$ cat config.mk
export PLATFORM = sky130hd
export DESIGN_NAME = mefu_top
export DESIGN_NICKNAME = d
export VERILOG_FILES = /design/src/design/mefu_pkg.sv /design/src/design/mefu_mask_or.sv /design/src/design/mefu_interval_timer.sv /design/src/design/mefu_top.sv
export SDC_FILE = /design/constraint.sdc
export NUM_CORES = 1
export LEC_CHECK = 0
export BUFFER_PORTS_ARGS = -buffer_cell sky130_fd_sc_hd__buf_4
export CAP_MARGIN = 25
export CORE_ASPECT_RATIO = 1.1
export CORE_MARGIN = 2
export CORE_UTILIZATION = 60
export DETAILED_ROUTE_END_ITERATION = 16
export HOLD_SLACK_MARGIN = 0.06
export PLACE_DENSITY = 0.82
export SETUP_SLACK_MARGIN = 0.02
export SLEW_MARGIN = 20
export SYNTH_ARGS = -nofsm -noshare
export SYNTH_HDL_FRONTEND = slang
export SYNTH_SLANG_ARGS = --single-unit
$ cat constraint.sdc
create_clock -name CLK_IN -period 4.15 [get_ports CLK_IN]
set_clock_uncertainty 0.15 [all_clocks]
set_input_delay 0.83 -clock CLK_IN [delete_from_list [all_inputs] [get_ports CLK_IN]]
set_output_delay 0.83 -clock CLK_IN [all_outputs]
set_load 0.05 [all_outputs]
$ cat src/design/mefu_pkg.sv
// constants and types shared by the masked event flag unit
package mefu_pkg;

  localparam int MEFU_BUS_W = 32;
  localparam int MEFU_REG_W = 28;
  localparam int MEFU_IDX_W = 6;

  // register indices, byte address is four times the index
  localparam logic [5:0] MEFU_IDX_ERR_MASK = 6'h0B;
  localparam logic [5:0] MEFU_IDX_IRQ_MASK = 6'h0C;
  localparam logic [5:0] MEFU_IDX_STATUS = 6'h10;
  localparam logic [5:0] MEFU_IDX_STAT_EN = 6'h11;
  localparam logic [5:0] MEFU_IDX_TIMER = 6'h12;

  localparam int MEFU_HIT_FIFOS = 8;
  localparam int MEFU_IF_FIFOS = 2;

  // mask fields inside the two mask registers
  localparam int MEFU_ERR_LSB = 16;
  localparam int MEFU_ERR_W = 11;
  localparam int MEFU_IRQ_LSB = 13;
  localparam int MEFU_IRQ_W = 13;
  // event positions inside the interrupt source vector
  localparam int MEFU_SRC_IF_LSB = 8;
  localparam int MEFU_SRC_PLL = 10;
  localparam int MEFU_SRC_EMPTY = 11;
  localparam int MEFU_SRC_TIMER = 12;

  // timer control register fields
  localparam int MEFU_TMR_PER_LSB = 0;
  localparam int MEFU_TMR_PER_W = 13;
  localparam int MEFU_TMR_START_BIT = 16;
  localparam int MEFU_TMR_RUN_BIT = 17;
  localparam int MEFU_TMR_DONE_BIT = 18;

  localparam logic [27:0] MEFU_REG_RST = 28'h000_0000;
  localparam logic [31:0] MEFU_RD_ZERO = 32'h0000_0000;

  // timer tick is one reference period rounded up to whole clock cycles
  localparam int MEFU_TREF_NS = 25;
  localparam int MEFU_CLK_NS = 10;
  localparam int MEFU_TICK_CYC = (MEFU_TREF_NS + MEFU_CLK_NS - 1) / MEFU_CLK_NS;

  typedef enum logic [2:0] {
    MEFU_TMR_IDLE = 3'b001,
    MEFU_TMR_RUN = 3'b010,
    MEFU_TMR_DONE = 3'b100
  } mefu_tmr_state_t;

endpackage

$ cat src/design/mefu_mask_or.sv
// masked or of an event vector
`timescale 1ns/1ps
module mefu_mask_or #(
  parameter int W = 13
) (
  input wire logic [W-1:0] events_in,
  input wire logic [W-1:0] mask_in,
  output logic any_out
);

  // a zero mask bit removes its event completely
  assign any_out = |(events_in & mask_in);

endmodule

$ cat src/design/mefu_interval_timer.sv
// interval timer counting whole reference periods
`timescale 1ns/1ps
module mefu_interval_timer #(
  parameter int PERIOD_W = 13,
  parameter int TICK_CYC = mefu_pkg::MEFU_TICK_CYC
) (
  input wire logic clk_in,
  input wire logic arst_n_in,
  input wire logic ce_in,
  input wire logic start_in,
  input wire logic [PERIOD_W-1:0] period_in,
  output logic running_out,
  output logic expired_out
);

  localparam int TW = $clog2(TICK_CYC + 1);
  localparam logic [TW-1:0] TICK_LAST = TW'(TICK_CYC - 1);

  mefu_pkg::mefu_tmr_state_t state_ff, nxt_state;
  logic [TW-1:0] tick_ff, nxt_tick;
  logic [PERIOD_W-1:0] per_ff, nxt_per;
  logic [PERIOD_W-1:0] period_ff, nxt_period;

  wire tick_end = (tick_ff == TICK_LAST);
  wire per_end = (per_ff == period_ff - PERIOD_W'(1));

  always_comb begin
    nxt_state = state_ff;
    nxt_tick = tick_ff;
    nxt_per = per_ff;
    nxt_period = period_ff;
    // a new start restarts the interval from any state
    if (start_in) begin
      nxt_period = period_in;
      nxt_tick = '0;
      nxt_per = '0;
      nxt_state = (period_in == '0) ? mefu_pkg::MEFU_TMR_DONE : mefu_pkg::MEFU_TMR_RUN;
    end else begin
      unique case (state_ff)
        mefu_pkg::MEFU_TMR_IDLE: begin
        end
        mefu_pkg::MEFU_TMR_RUN: begin
          nxt_tick = tick_end ? '0 : tick_ff + TW'(1);
          if (tick_end) begin
            nxt_per = per_ff + PERIOD_W'(1);
            if (per_end) begin
              nxt_state = mefu_pkg::MEFU_TMR_DONE;
            end
          end
        end
        mefu_pkg::MEFU_TMR_DONE: begin
        end
        default: nxt_state = mefu_pkg::MEFU_TMR_IDLE;
      endcase
    end
  end

  always_ff @(posedge clk_in or negedge arst_n_in) begin
    if (!arst_n_in) begin
      state_ff <= mefu_pkg::MEFU_TMR_IDLE;
      tick_ff <= '0;
      per_ff <= '0;
      period_ff <= '0;
    end else if (ce_in) begin
      state_ff <= nxt_state;
      tick_ff <= nxt_tick;
      per_ff <= nxt_per;
      period_ff <= nxt_period;
    end
  end

  assign running_out = (state_ff == mefu_pkg::MEFU_TMR_RUN);
  // expiry stays as a level until the next start
  assign expired_out = (state_ff == mefu_pkg::MEFU_TMR_DONE);

endmodule

$ cat src/design/mefu_top.sv
// masked event flag unit with ahb-lite register slave
//
// Implementation choice: the AHB-Lite slave port.
`timescale 1ns/1ps
module mefu_top #(
  parameter int HIT_FIFOS = mefu_pkg::MEFU_HIT_FIFOS,
  parameter int IF_FIFOS = mefu_pkg::MEFU_IF_FIFOS
) (
  input wire logic CLK_IN,
  input wire logic ARST_N_IN,
  input wire logic CE_IN,
  input wire logic HSEL_IN,
  input wire logic [31:0] HADDR_IN,
  input wire logic [1:0] HTRANS_IN,
  input wire logic HWRITE_IN,
  input wire logic [2:0] HSIZE_IN,
  input wire logic [31:0] HWDATA_IN,
  input wire logic HREADY_IN,
  output logic [31:0] HRDATA_OUT,
  output logic HREADYOUT_OUT,
  output logic HRESP_OUT,
  input wire logic [HIT_FIFOS-1:0] HIT_FULL_IN,
  input wire logic [IF_FIFOS-1:0] IF_FULL_IN,
  input wire logic PLL_UNLOCK_IN,
  input wire logic HIT_EMPTY_IN,
  output logic IRQ_OUTPUT_OUT,
  output logic FAULT_OUTPUT_OUT,
  output logic STATUS_IRQ_OUT
);

  localparam int RW = mefu_pkg::MEFU_REG_W;
  localparam int IW = mefu_pkg::MEFU_IRQ_W;
  localparam int EW = mefu_pkg::MEFU_ERR_W;
  localparam int PW = mefu_pkg::MEFU_TMR_PER_W;

  function automatic logic reg_sel(input logic [31:0] addr, input logic [5:0] idx);
    reg_sel = (addr[1:0] == 2'b00) && (addr[31:8] == '0) && (addr[7:2] == idx);
  endfunction

  logic [RW-1:0] err_mask_ff, nxt_err_mask;
  logic [RW-1:0] irq_mask_ff, nxt_irq_mask;
  logic [IW-1:0] stat_ff, nxt_stat;
  logic [IW-1:0] stat_en_ff, nxt_stat_en;
  logic [PW-1:0] tmr_per_ff, nxt_tmr_per;
  logic wr_pend_ff;
  logic [31:0] wr_addr_ff;
  logic [31:0] hrdata_ff;
  logic irq_flag_ff;
  logic fault_flag_ff;
  logic stat_irq_ff;

  logic tmr_running;
  logic tmr_expired;
  logic irq_any;
  logic fault_any;

  // event vectors in mask field order
  wire [IW-1:0] irq_src = {tmr_expired, HIT_EMPTY_IN, PLL_UNLOCK_IN, IF_FULL_IN, HIT_FULL_IN};
  wire [EW-1:0] err_src = {PLL_UNLOCK_IN, IF_FULL_IN, HIT_FULL_IN};
  wire [IW-1:0] irq_mask_fld = irq_mask_ff[mefu_pkg::MEFU_IRQ_LSB +: IW];
  wire [EW-1:0] err_mask_fld = err_mask_ff[mefu_pkg::MEFU_ERR_LSB +: EW];

  // bus decode
  wire addr_ok = HSEL_IN && HTRANS_IN[1] && HREADY_IN;
  wire rd_req = addr_ok && !HWRITE_IN;
  wire wr_req = addr_ok && HWRITE_IN;
  wire [RW-1:0] wdat = HWDATA_IN[RW-1:0];
  wire wr_err = wr_pend_ff && reg_sel(wr_addr_ff, mefu_pkg::MEFU_IDX_ERR_MASK);
  wire wr_irq = wr_pend_ff && reg_sel(wr_addr_ff, mefu_pkg::MEFU_IDX_IRQ_MASK);
  wire wr_stat = wr_pend_ff && reg_sel(wr_addr_ff, mefu_pkg::MEFU_IDX_STATUS);
  wire wr_sten = wr_pend_ff && reg_sel(wr_addr_ff, mefu_pkg::MEFU_IDX_STAT_EN);
  wire wr_tmr = wr_pend_ff && reg_sel(wr_addr_ff, mefu_pkg::MEFU_IDX_TIMER);
  wire tmr_start = wr_tmr && HWDATA_IN[mefu_pkg::MEFU_TMR_START_BIT];

  // next register values; reads use them so a write just before is seen
  assign nxt_err_mask = wr_err ? wdat : err_mask_ff;
  assign nxt_irq_mask = wr_irq ? wdat : irq_mask_ff;
  assign nxt_stat_en = wr_sten ? wdat[IW-1:0] : stat_en_ff;
  assign nxt_tmr_per = wr_tmr ? wdat[mefu_pkg::MEFU_TMR_PER_LSB +: PW] : tmr_per_ff;
  // an event in the clearing cycle wins over the write of one
  assign nxt_stat = (stat_ff & ~(wr_stat ? wdat[IW-1:0] : '0)) | irq_src;

  wire [31:0] rd_err = {4'h0, nxt_err_mask};
  wire [31:0] rd_irq = {4'h0, nxt_irq_mask};
  wire [31:0] rd_stat = {{(32-IW){1'b0}}, nxt_stat};
  wire [31:0] rd_sten = {{(32-IW){1'b0}}, nxt_stat_en};
  wire [31:0] rd_tmr = {13'h0000, tmr_expired, tmr_running, 4'h0, nxt_tmr_per};
  wire [31:0] rd_val = reg_sel(HADDR_IN, mefu_pkg::MEFU_IDX_ERR_MASK) ? rd_err :
                       reg_sel(HADDR_IN, mefu_pkg::MEFU_IDX_IRQ_MASK) ? rd_irq :
                       reg_sel(HADDR_IN, mefu_pkg::MEFU_IDX_STATUS) ? rd_stat :
                       reg_sel(HADDR_IN, mefu_pkg::MEFU_IDX_STAT_EN) ? rd_sten :
                       reg_sel(HADDR_IN, mefu_pkg::MEFU_IDX_TIMER) ? rd_tmr :
                       mefu_pkg::MEFU_RD_ZERO;

  mefu_interval_timer #(
    .PERIOD_W(PW),
    .TICK_CYC(mefu_pkg::MEFU_TICK_CYC)
  ) u_timer (
    .clk_in(CLK_IN),
    .arst_n_in(ARST_N_IN),
    .ce_in(CE_IN),
    .start_in(tmr_start),
    .period_in(wdat[mefu_pkg::MEFU_TMR_PER_LSB +: PW]),
    .running_out(tmr_running),
    .expired_out(tmr_expired)
  );

  mefu_mask_or #(
    .W(IW)
  ) u_irq_or (
    .events_in(irq_src),
    .mask_in(irq_mask_fld),
    .any_out(irq_any)
  );

  mefu_mask_or #(
    .W(EW)
  ) u_fault_or (
    .events_in(err_src),
    .mask_in(err_mask_fld),
    .any_out(fault_any)
  );

  // bus slave: zero wait states, always okay
  always_ff @(posedge CLK_IN or negedge ARST_N_IN) begin
    if (!ARST_N_IN) begin
      wr_pend_ff <= 1'b0;
      wr_addr_ff <= 32'h0000_0000;
      hrdata_ff <= 32'h0000_0000;
      HREADYOUT_OUT <= 1'b1;
      HRESP_OUT <= 1'b0;
    end else if (CE_IN) begin
      wr_pend_ff <= wr_req;
      wr_addr_ff <= wr_req ? HADDR_IN : wr_addr_ff;
      hrdata_ff <= rd_req ? rd_val : hrdata_ff;
      HREADYOUT_OUT <= 1'b1;
      HRESP_OUT <= 1'b0;
    end
  end

  assign HRDATA_OUT = hrdata_ff;

  always_ff @(posedge CLK_IN or negedge ARST_N_IN) begin
    if (!ARST_N_IN) begin
      err_mask_ff <= mefu_pkg::MEFU_REG_RST;
      irq_mask_ff <= mefu_pkg::MEFU_REG_RST;
      stat_en_ff <= '0;
      tmr_per_ff <= '0;
      stat_ff <= '0;
    end else if (CE_IN) begin
      err_mask_ff <= nxt_err_mask;
      irq_mask_ff <= nxt_irq_mask;
      stat_en_ff <= nxt_stat_en;
      tmr_per_ff <= nxt_tmr_per;
      stat_ff <= nxt_stat;
    end
  end

  // flags registered so the pins never glitch on mask writes
  always_ff @(posedge CLK_IN or negedge ARST_N_IN) begin
    if (!ARST_N_IN) begin
      irq_flag_ff <= 1'b0;
      fault_flag_ff <= 1'b0;
      stat_irq_ff <= 1'b0;
    end else if (CE_IN) begin
      irq_flag_ff <= irq_any;
      fault_flag_ff <= fault_any;
      stat_irq_ff <= |(nxt_stat & nxt_stat_en);
    end
  end

  assign IRQ_OUTPUT_OUT = irq_flag_ff;
  assign FAULT_OUTPUT_OUT = fault_flag_ff;
  assign STATUS_IRQ_OUT = stat_irq_ff;

  chk_irq_flag_or: assert property (
    @(posedge CLK_IN) disable iff (!ARST_N_IN)
    CE_IN |=> IRQ_OUTPUT_OUT == $past(|(irq_src & irq_mask_ff[25:13]))
  ) else $error("interrupt flag differs from masked event or");

  chk_fault_flag_or: assert property (
    @(posedge CLK_IN) disable iff (!ARST_N_IN)
    CE_IN |=> FAULT_OUTPUT_OUT == $past(|(err_src & err_mask_ff[26:16]))
  ) else $error("fault flag differs from masked event or");

  chk_src_layout: assert property (
    @(posedge CLK_IN) disable iff (!ARST_N_IN)
    (irq_src[7:0] == HIT_FULL_IN) && (irq_src[9:8] == IF_FULL_IN) &&
    (irq_src[10] == PLL_UNLOCK_IN) && (irq_src[11] == HIT_EMPTY_IN) && (irq_src[12] == tmr_expired)
  ) else $error("interrupt source vector out of order");

  chk_fault_no_empty: assert property (
    @(posedge CLK_IN) disable iff (!ARST_N_IN)
    (CE_IN && HIT_FULL_IN == '0 && IF_FULL_IN == '0 && !PLL_UNLOCK_IN) |=> !FAULT_OUTPUT_OUT
  ) else $error("fault flag raised by empty or timer event");

  chk_fault_all_unmask: assert property (
    @(posedge CLK_IN) disable iff (!ARST_N_IN)
    (CE_IN && err_mask_ff[26:16] == 11'h7ff && (|err_src)) |=> FAULT_OUTPUT_OUT
  ) else $error("unmasked fault condition did not raise the fault flag");

  chk_timer_irq: assert property (
    @(posedge CLK_IN) disable iff (!ARST_N_IN)
    (CE_IN && $rose(tmr_expired) && irq_mask_ff[25]) |=> IRQ_OUTPUT_OUT
  ) else $error("timer end did not raise the interrupt flag");

  chk_flags_high: assert property (
    @(posedge CLK_IN) disable iff (!ARST_N_IN)
    (CE_IN && (|(irq_src & irq_mask_ff[25:13]))) ##1 CE_IN |-> IRQ_OUTPUT_OUT ##1 IRQ_OUTPUT_OUT == $past(irq_any)
  ) else $error("interrupt flag not active high");

  chk_flag_release: assert property (
    @(posedge CLK_IN) disable iff (!ARST_N_IN)
    (CE_IN && !(|(err_src & err_mask_ff[26:16])) && !(|(irq_src & irq_mask_ff[25:13])))
      |=> !FAULT_OUTPUT_OUT && !IRQ_OUTPUT_OUT
  ) else $error("flag held after all unmasked events cleared");

  chk_sticky_hold: assert property (
    @(posedge CLK_IN) disable iff (!ARST_N_IN)
    (CE_IN && (|irq_src) && !wr_stat) |=> ((stat_ff & $past(irq_src)) == $past(irq_src))
  ) else $error("status bit lost an event");

  chk_status_clear: assert property (
    @(posedge CLK_IN) disable iff (!ARST_N_IN)
    (CE_IN && wr_stat) |=> (stat_ff & $past(wdat[IW-1:0] & ~irq_src)) == '0
  ) else $error("status bit survived a clear without an event");

  chk_status_irq: assert property (
    @(posedge CLK_IN) disable iff (!ARST_N_IN)
    CE_IN |=> STATUS_IRQ_OUT == |(stat_ff & stat_en_ff)
  ) else $error("status interrupt differs from enabled status");

  chk_sten_hold: assert property (
    @(posedge CLK_IN) disable iff (!ARST_N_IN)
    (CE_IN && !wr_sten) |=> $stable(stat_en_ff)
  ) else $error("status enable changed without a write");

  // bus side: zero wait states, so ready and okay never move
  chk_bus_okay: assert property (
    @(posedge CLK_IN) disable iff (!ARST_N_IN)
    HREADYOUT_OUT && !HRESP_OUT
  ) else $error("bus slave not ready or not okay");

  chk_rdata_load: assert property (
    @(posedge CLK_IN) disable iff (!ARST_N_IN)
    (CE_IN && rd_req) |=> HRDATA_OUT == $past(rd_val)
  ) else $error("read data not loaded at the address edge");

  chk_rdata_hold: assert property (
    @(posedge CLK_IN) disable iff (!ARST_N_IN)
    !(CE_IN && rd_req) |=> $stable(HRDATA_OUT)
  ) else $error("read data moved without a read");

  chk_wr_pend_pulse: assert property (
    @(posedge CLK_IN) disable iff (!ARST_N_IN)
    (CE_IN && !wr_req) |=> !wr_pend_ff
  ) else $error("write data phase without an address phase");

  // mask registers only move on their own write
  chk_err_mask_wr: assert property (
    @(posedge CLK_IN) disable iff (!ARST_N_IN)
    (CE_IN && wr_err) |=> err_mask_ff == $past(wdat)
  ) else $error("fault mask write lost");

  chk_irq_mask_wr: assert property (
    @(posedge CLK_IN) disable iff (!ARST_N_IN)
    (CE_IN && wr_irq) |=> irq_mask_ff == $past(wdat)
  ) else $error("interrupt mask write lost");

  chk_mask_hold: assert property (
    @(posedge CLK_IN) disable iff (!ARST_N_IN)
    (CE_IN && !wr_err && !wr_irq) |=> $stable(err_mask_ff) && $stable(irq_mask_ff)
  ) else $error("mask register changed without a write");

  chk_fault_masked: assert property (
    @(posedge CLK_IN) disable iff (!ARST_N_IN)
    (CE_IN && err_mask_ff[26:16] == 11'h000) |=> !FAULT_OUTPUT_OUT
  ) else $error("fault flag raised with every source masked");

  chk_irq_masked: assert property (
    @(posedge CLK_IN) disable iff (!ARST_N_IN)
    (CE_IN && irq_mask_ff[25:13] == 13'h0000) |=> !IRQ_OUTPUT_OUT
  ) else $error("interrupt flag raised with every source masked");

  // enable low must hold the pins, or a host sees a half update
  chk_freeze_flags: assert property (
    @(posedge CLK_IN) disable iff (!ARST_N_IN)
    !CE_IN |=> $stable(IRQ_OUTPUT_OUT) && $stable(FAULT_OUTPUT_OUT) && $stable(STATUS_IRQ_OUT)
  ) else $error("flag moved while clock enable was low");

  // timer expiry is a level that only a restart removes
  chk_timer_hold: assert property (
    @(posedge CLK_IN) disable iff (!ARST_N_IN)
    (CE_IN && tmr_expired && !tmr_start) |=> tmr_expired
  ) else $error("timer expiry dropped without a restart");

  chk_timer_run: assert property (
    @(posedge CLK_IN) disable iff (!ARST_N_IN)
    (CE_IN && tmr_start && wdat[mefu_pkg::MEFU_TMR_PER_LSB +: PW] != '0) |=> tmr_running
  ) else $error("timer not running after a start");

endmodule

Yosys cells after proc, flatten, opt, wreduce, memory -nomap -nowiden
Index checks and enable logic that the tools add are counted.
- bits in registers: 194
- bits in latches: 0
- bits in writable memories: 0
- memory bits (read-only): 0
- output and inout bits: 37
- logic and storage cells: 103
- memories kept: 0
- $add $sub $neg: 3
- $mul: 0
- divide/modulo/power cells: 0
- magnitude comparators: 0
- equality and inequality tests: 18
- shift operators: 0
- muxes and demuxes: 21
- bitwise gates (word level): 6
- reductions and logical operators: 40
- operator list (kind ; count):
    $mux 28 ; 4
    $mux 13 ; 6
    $mux 19 ; 3
    $logic_not 24->1 ; 2
    $and 13x13->13 ; 3
    $eq 6x5->1 const B ; 6
    $reduce_or 13->1 ; 2
    $eq 6x4->1 const B ; 4
    $logic_and 1x1->1 ; 22
    $add 13x1->13 const B ; 1
    $eq 13x13->1 ; 1
    $logic_not 13->1 ; 1
    $not 13->13 ; 1
    $or 13x13->13 ; 1
    $sub 13x1->13 const B ; 1
    $mux 3 ; 4
    $and 11x11->11 ; 1
    $reduce_or 11->1 ; 1
    $reduce_and 2->1 ; 4
    $mux 2 ; 3
    $ne 3x1->1 const B ; 2
    $pmux 3 s2 ; 1
    $logic_not 2->1 ; 2
    $reduce_and 4->1 ; 1
    10 further kinds ; 11

Longest topological paths before layout
- word-level depth: 11
- mapped depth: 9
- mapped depth without buffers: 9

Modules after synthesis
A second synthesis with hierarchy kept.
- cells, all modules: 941
- area, all modules: 10070.9 µm²
- modules (own cells, without submodules) (module ; instances ; cells an instance ; area an instance (µm²)):
    mefu_top ; 1 ; 705 ; 8049.0
    mefu_interval_timer ; 1 ; 221 ; 1901.8
    mefu_mask_or at u_irq_or ; 1 ; 8 ; 61.3
    mefu_mask_or at u_fault_or ; 1 ; 7 ; 58.8

Worst setup path after synthesis
No wires, ideal clock.
- path type: input -> register
- from: input port HADDR_IN[16]
- to: register hrdata_ff[10] (netlist: HRDATA_OUT[10])
- library setup time: 0.126 ns
- arrival: 2.588 ns
- required time: 3.874 ns
- setup slack: 1.286 ns
- stages: 8
- buffers on the path: 1
- path through: nor4_1 -> nand2_1 -> nor4_1 -> nand4b_1 -> or3_1 -> buf_2 -> o22ai_1 -> a21oi_1
- word-level cells in the longest chain between the ends: 8
- elaborated cells on any way between the ends: 12
- those cells by class: mux: 5; reduce/logical: 7
- RTL lines (what ; RTL line ; RTL):
    start, declared ; mefu_top.sv:13 ; input wire logic [31:0] HADDR_IN,
    $logic_not 24->1 * ; mefu_top.sv:37 ; reg_sel = (addr[1:0] == 2'b00) && (addr[31:8] == '0) && (addr[7:2] == idx);
    $logic_and 1x1->1 * ; mefu_top.sv:37 ;
    $logic_and 1x1->1 ; mefu_top.sv:37 ;
    $mux 19 ; mefu_top.sv:92 ; reg_sel(HADDR_IN, mefu_pkg::MEFU_IDX_TIMER) ? rd_tmr :
    $mux 19 ; mefu_top.sv:91 ; reg_sel(HADDR_IN, mefu_pkg::MEFU_IDX_STAT_EN) ? rd_sten :
    $mux 19 ; mefu_top.sv:90 ; reg_sel(HADDR_IN, mefu_pkg::MEFU_IDX_STATUS) ? rd_stat :
    $mux 28 ; mefu_top.sv:89 ; reg_sel(HADDR_IN, mefu_pkg::MEFU_IDX_IRQ_MASK) ? rd_irq :
    $mux 28 * ; mefu_top.sv:88 ; wire [31:0] rd_val = reg_sel(HADDR_IN, mefu_pkg::MEFU_IDX_ERR_MASK) ? rd_err :
    end signal, assigned ; mefu_top.sv:135 ; hrdata_ff <= rd_req ? rd_val : hrdata_ff;
    end, declared ; mefu_top.sv:47 ; logic [31:0] hrdata_ff;
Mark *: on every way between the ends. The rest lies on a longest branch, timed or not.
A chain may end at the register's enable or synchronous reset.

Worst setup path after layout
- from: register wr_addr_ff[24]
- to: register tmr_per_ff[10]
- word-level cells in the longest chain between the ends: 5
- RTL lines (what ; RTL line ; RTL):
    start, declared ; mefu_top.sv:46 ; logic [31:0] wr_addr_ff;
    start signal, assigned ; mefu_top.sv:134 ; wr_addr_ff <= wr_req ? HADDR_IN : wr_addr_ff;
    $logic_not 24->1 ; mefu_top.sv:37 ;
    $logic_and 1x1->1 (2 in a row) ; mefu_top.sv:37 ;
    $logic_and 1x1->1 ; mefu_top.sv:72 ; wire wr_tmr = wr_pend_ff && reg_sel(wr_addr_ff, mefu_pkg::MEFU_IDX_TIMER);
    $mux 13 ; mefu_top.sv:79 ; assign nxt_tmr_per = wr_tmr ? wdat[mefu_pkg::MEFU_TMR_PER_LSB +: PW] : tmr_per_ff;
    end signal, assigned ; mefu_top.sv:154 ; tmr_per_ff <= nxt_tmr_per;
    end, declared ; mefu_top.sv:44 ; logic [PW-1:0] tmr_per_ff, nxt_tmr_per;
No other way between the ends.

==> impl_results.html <==
<table>
<tr><th>Metric</th><th>Value</th></tr>
<tr><th colspan="2">Outcome</th></tr>
<tr><td>Status</td><td>finished, final reports clean</td></tr>
<tr><th colspan="2">Yosys</th></tr>
<tr><td>Yosys reg bits</td><td>190</td></tr>
<tr><td>Number of distinct library cell variants in the gate-level netlist after synthesis</td><td>between 60 and 70</td></tr>
<tr><td>Number of warnings issued by yosys</td><td>0</td></tr>
<tr><td>Post-Syn Area</td><td>about 9900 um2</td></tr>
<tr><td>Fraction of synthesis flops using an asynchronous set or reset pin</td><td>between 90% and 100%</td></tr>
<tr><td>Post-synth EDFFs</td><td>0</td></tr>
<tr><td>Most used DFF post-synth</td><td>dfrtp_1</td></tr>
<tr><td>Cell type contributing the most total cell area after synthesis</td><td>dfrtp_1</td></tr>
<tr><td>Per-instance average area after synthesis</td><td>11.4 um2</td></tr>
<tr><td>Ranking of synthesized cells by area</td><td>dfrtp_1 48%, mux2_2 12%, mux2i_1 6.8%, mux2_1 3.4%, nand2_1 2.1%</td></tr>
<tr><td>Proportion of synthesized chip area in sequential cells</td><td>between 40% and 50%</td></tr>
<tr><td>Area fraction of the dominant cell type after synthesis</td><td>about 48%</td></tr>
<tr><td>Number of standard cells after synthesis</td><td>between 800 and 900</td></tr>
<tr><th colspan="2">Cells and area</th></tr>
<tr><td>Most frequent cells in the layout</td><td>189 x dfrtp_1, 126 x buf_4, 106 x mux2_2, 67 x mux2i_1, 55 x nand2_1</td></tr>
<tr><td>Nets@finish</td><td>roughly 1000</td></tr>
<tr><td>Ratio of cells with drive above 1 in the final layout</td><td>about 30%</td></tr>
<tr><td>Area Overhead vs Synth</td><td>15.6%</td></tr>
<tr><td>Final antenna diode count</td><td>0</td></tr>
<tr><td>Finished Core Util</td><td>a little over two thirds</td></tr>
<tr><td>Commonest non-fill, non-tap cell in the layout</td><td>dfrtp_1</td></tr>
<tr><th colspan="2">Worst setup path</th></tr>
<tr><td>Category of the worst setup path launch point</td><td>register</td></tr>
<tr><td>FF-to-FF setup slack</td><td>between 800 and 900 ps</td></tr>
<tr><td>Capture instance of the worst register-to-register path</td><td>tmr_per_ff[10]</td></tr>
<tr><td>Reg-to-reg critical path startpoint</td><td>wr_addr_ff[24]</td></tr>
<tr><td>Required time of the critical path</td><td>about 4300 ps</td></tr>
<tr><td>Data arrival time of the critical path</td><td>roughly 3500 ps</td></tr>
<tr><td>Worst setup EP type</td><td>register</td></tr>
<tr><td>Worst-case reg-to-reg path depth</td><td>5</td></tr>
<tr><td>Max Fanout on Critical Path</td><td>13</td></tr>
<tr><td>Kind of critical path</td><td>reg2reg</td></tr>
<tr><th colspan="2">Timing</th></tr>
<tr><td>Total negative setup slack</td><td>0 ps</td></tr>
<tr><td>Slew at the pin closest to its max-slew limit</td><td>around 980 ps</td></tr>
<tr><td>Finish-stage setup viols</td><td>0</td></tr>
<tr><td>Final clock period utilization by the worst path</td><td>about four fifths</td></tr>
<tr><td>Count of final hold-check violations</td><td>0</td></tr>
<tr><td>Worst slew slack as a fraction of its limit</td><td>between 30% and 40%</td></tr>
<tr><td>Maximum operating frequency</td><td>between 300 and 400 MHz</td></tr>
<tr><td>Number of pins exceeding their max-slew limit in the final report</td><td>0</td></tr>
<tr><td>Min Tclk post-route</td><td>approximately 3300 ps</td></tr>
<tr><td>Setup repair after global routing missed its margin</td><td>no</td></tr>
<tr><th colspan="2">Power and ir drop</th></tr>
<tr><td>Sequential fraction of design power</td><td>approximately 48%</td></tr>
<tr><td>Power consumption</td><td>approximately 4.4 mW</td></tr>
<tr><td>Clock share of power</td><td>a little over a third</td></tr>
<tr><td>Leakage power total</td><td>5.01 nW</td></tr>
<tr><td>Share of total power consumed by net switching</td><td>29.4%</td></tr>
<tr><td>Net Switching</td><td>around 1.3 mW</td></tr>
<tr><td>Total internal power</td><td>roughly 3.1 mW</td></tr>
<tr><td>Combinational share of power</td><td>15.7%</td></tr>
<tr><td>IR Drop Worst-Case VDD</td><td>0.000332 V</td></tr>
<tr><td>Areal power density over the cells</td><td>385 nW/um2</td></tr>
<tr><th colspan="2">Floorplan</th></tr>
<tr><td>DIE HEIGHT</td><td>between 100 and 150 um</td></tr>
<tr><td>Ports placed on the boundary</td><td>about 120</td></tr>
<tr><td>Number of standard-cell rows in the floorplan</td><td>49</td></tr>
<tr><td>Horiz. Die Dim</td><td>126 um</td></tr>
<tr><td>Starting density of the core</td><td>60.9%</td></tr>
<tr><td>Std-Cell Core Area</td><td>between 15000 and 20000 um2</td></tr>
<tr><td>Die area</td><td>roughly 18000 um2</td></tr>
<tr><th colspan="2">Route</th></tr>
<tr><td>Total wire length</td><td>25200 um</td></tr>
<tr><td>Pre-Repair DR Iteration Count</td><td>5</td></tr>
<tr><td>Total via count in the routed design</td><td>7546</td></tr>
<tr><td>Residual DRC</td><td>0</td></tr>
<tr><td>Iteration-0 DRC Markers</td><td>557</td></tr>
<tr><td>WL/cell</td><td>between 20 and 25 um</td></tr>
<tr><td>Routed Antenna Nets</td><td>0</td></tr>
<tr><td>Detailed-route vias per instance</td><td>6.43</td></tr>
<tr><th colspan="2">Placed design</th></tr>
<tr><td>Number of buffers added on ports</td><td>109</td></tr>
<tr><td>Final estimated routing congestion in global placement</td><td>roughly 0.83</td></tr>
<tr><td>Detail Placement HPWL</td><td>~17000 um</td></tr>
<tr><th colspan="2">Clock network</th></tr>
<tr><td>Buffer levels on the longest clock path</td><td>2</td></tr>
<tr><td>Clk_lat worst skew</td><td>440 ps</td></tr>
<tr><td>H-tree depth reported by CTS</td><td>4</td></tr>
<tr><td>Buffer count from post-CTS setup fixing</td><td>0</td></tr>
<tr><td>TritonCTS clock tree</td><td>done</td></tr>
<tr><td>Number of buffers added to fix hold violations after cts</td><td>0</td></tr>
<tr><td>Cts bufs inserted</td><td>17</td></tr>
<tr><td>Total clock sinks</td><td>190</td></tr>
<tr><td>Clock root buffer</td><td>clkbuf_16</td></tr>
<tr><td>Clock-pin slew on the worst setup and hold paths</td><td>about 70 ps</td></tr>
<tr><td>Number of gates resized after CTS</td><td>0</td></tr>
<tr><th colspan="2">GRT</th></tr>
<tr><td>Wire length of the first global-routing pass</td><td>~41000 um</td></tr>
<tr><td>Number of antenna violations at the first check in global routing</td><td>0</td></tr>
<tr><td>GRT Total Usage</td><td>29.8%</td></tr>
<tr><td>Aggregate global routing overflow</td><td>0</td></tr>
<tr><td>Number of global-route vias before repair</td><td>approximately 7700</td></tr>
<tr><td>Pin count of the biggest net entering global routing</td><td>between 90 and 100</td></tr>
<tr><th colspan="2">Hold path</th></tr>
<tr><td>Type of the most critical hold path</td><td>in2async</td></tr>
<tr><th colspan="2">Flow run</th></tr>
<tr><td>Max capacitance violation total</td><td>0</td></tr>
</table>
## Yosys cell counts, drive strengths merged, types with 2 or more instances
cell type  number
nor4           23
o21bai          7
and2            2
a22oi           2
nor4b           2
a21oi          28
buf            28
nor3b           5
nor2           43
o2111ai         2
nand4b          2
conb            2
or3b            2
nor3           21
a21boi          7
o22ai          28
nand3b          3
mux2i          67
or3             9
nand2          56
xnor2          14
clkbuf         31
o21ai          30
o21a           14
and3            3
a22o           18
nand4          10
dfrtp         189
xor2           10
o32a            3
o221ai         15
ha              2
inv             8
or4             3
a221oi          6
nand3          11
mux2          136
o211ai          3
nand2b         10
## state kept, by name (all words and copies together), names as in the netlist, 2 cells and up
name	count
HRDATA_OUT	28
err_mask_ff	28
irq_mask_ff	28
stat_en_ff	13
stat_ff	13
tmr_per_ff	13
u_timer.per_ff	13
u_timer.period_ff	13
u_timer.state_ff	3
u_timer.tick_ff	2
wr_addr_ff	32
## cell families after synthesis
kind of cell             synth area share, %
adder cells (fa/ha/maj)                0.253
multiplexers                            22.3
buffers and inverters                   3.35
AND/OR/NAND/NOR                         12.2
AO/OA/AOI/OAI                           11.7
XOR/XNOR                                2.13
other                                 0.0759
flip-flops                              48.1
## area by class of cell
cell class              instances  area, um2
clock buffers                  18        439
clock inverters                14        135
fillers                      1171       4810
inverters                       8       30.0
multi-input cells             612       4840
flip-flops and latches        190       4760
well taps                     204        255
repair buffers                128        980
## power by group through the flow
| stage | Combinational (mW) | Clock, mW | Sequential, mW |
|---|---|---|---|
| final | 0.692 | 1.60 | 2.11 |
| after global routing | 0.733 | 1.70 | 2.12 |
| after CTS | 0.695 | 1.62 | 2.11 |
| after detailed placement | 0.693 | 0 | 2.14 |
| after global placement | 0.679 | 0 | 2.13 |
| after floorplan | 0.221 | 0 | 2.32 |
## per-layer routing
layer | track usage (%) | vias to the layer above | part of all wire, %
met5 | 0 | - | 0
met1 | 38.0 | 3773 | 38
met4 | 14.2 | 0 | 4.2
met2 | 48.6 | 303 | 50
li1 | - | 3391 | -
met3 | 6.02 | 79 | 7.3
## stage by stage
step	worst slack (ps)	hold slack [ps]	cells	area [um2]
floorplan	1290	309	869	9910
global placement	822	322	1142	10900
detailed placement	773	326	1142	10900
CTS	875	347	1174	11400
global route	674	360	1174	11400
finish	853	337	1174	11400
## worst max-delay path, stage by stage, from the launching register on
cell and delay, ps:
dfrtp_1 380, nor4_1 410, nand3_2 390, nor4_4 710, nand2_1 630, mux2_1 500
## worst max-delay path by stage
| stage | from | to |
|---|---|---|
| final | wr_addr_ff[24] | tmr_per_ff[10] |
| after global routing | wr_addr_ff[24] | u_timer.period_ff[0] |
| after global placement | HADDR_IN[18] | HRDATA_OUT[1] |
| after detailed placement | HADDR_IN[19] | HRDATA_OUT[1] |
| after CTS | wr_addr_ff[24] | u_timer.period_ff[0] |
| after floorplan | HADDR_IN[16] | HRDATA_OUT[10] |
Note: power is estimated with default switching activity, not from simulation.
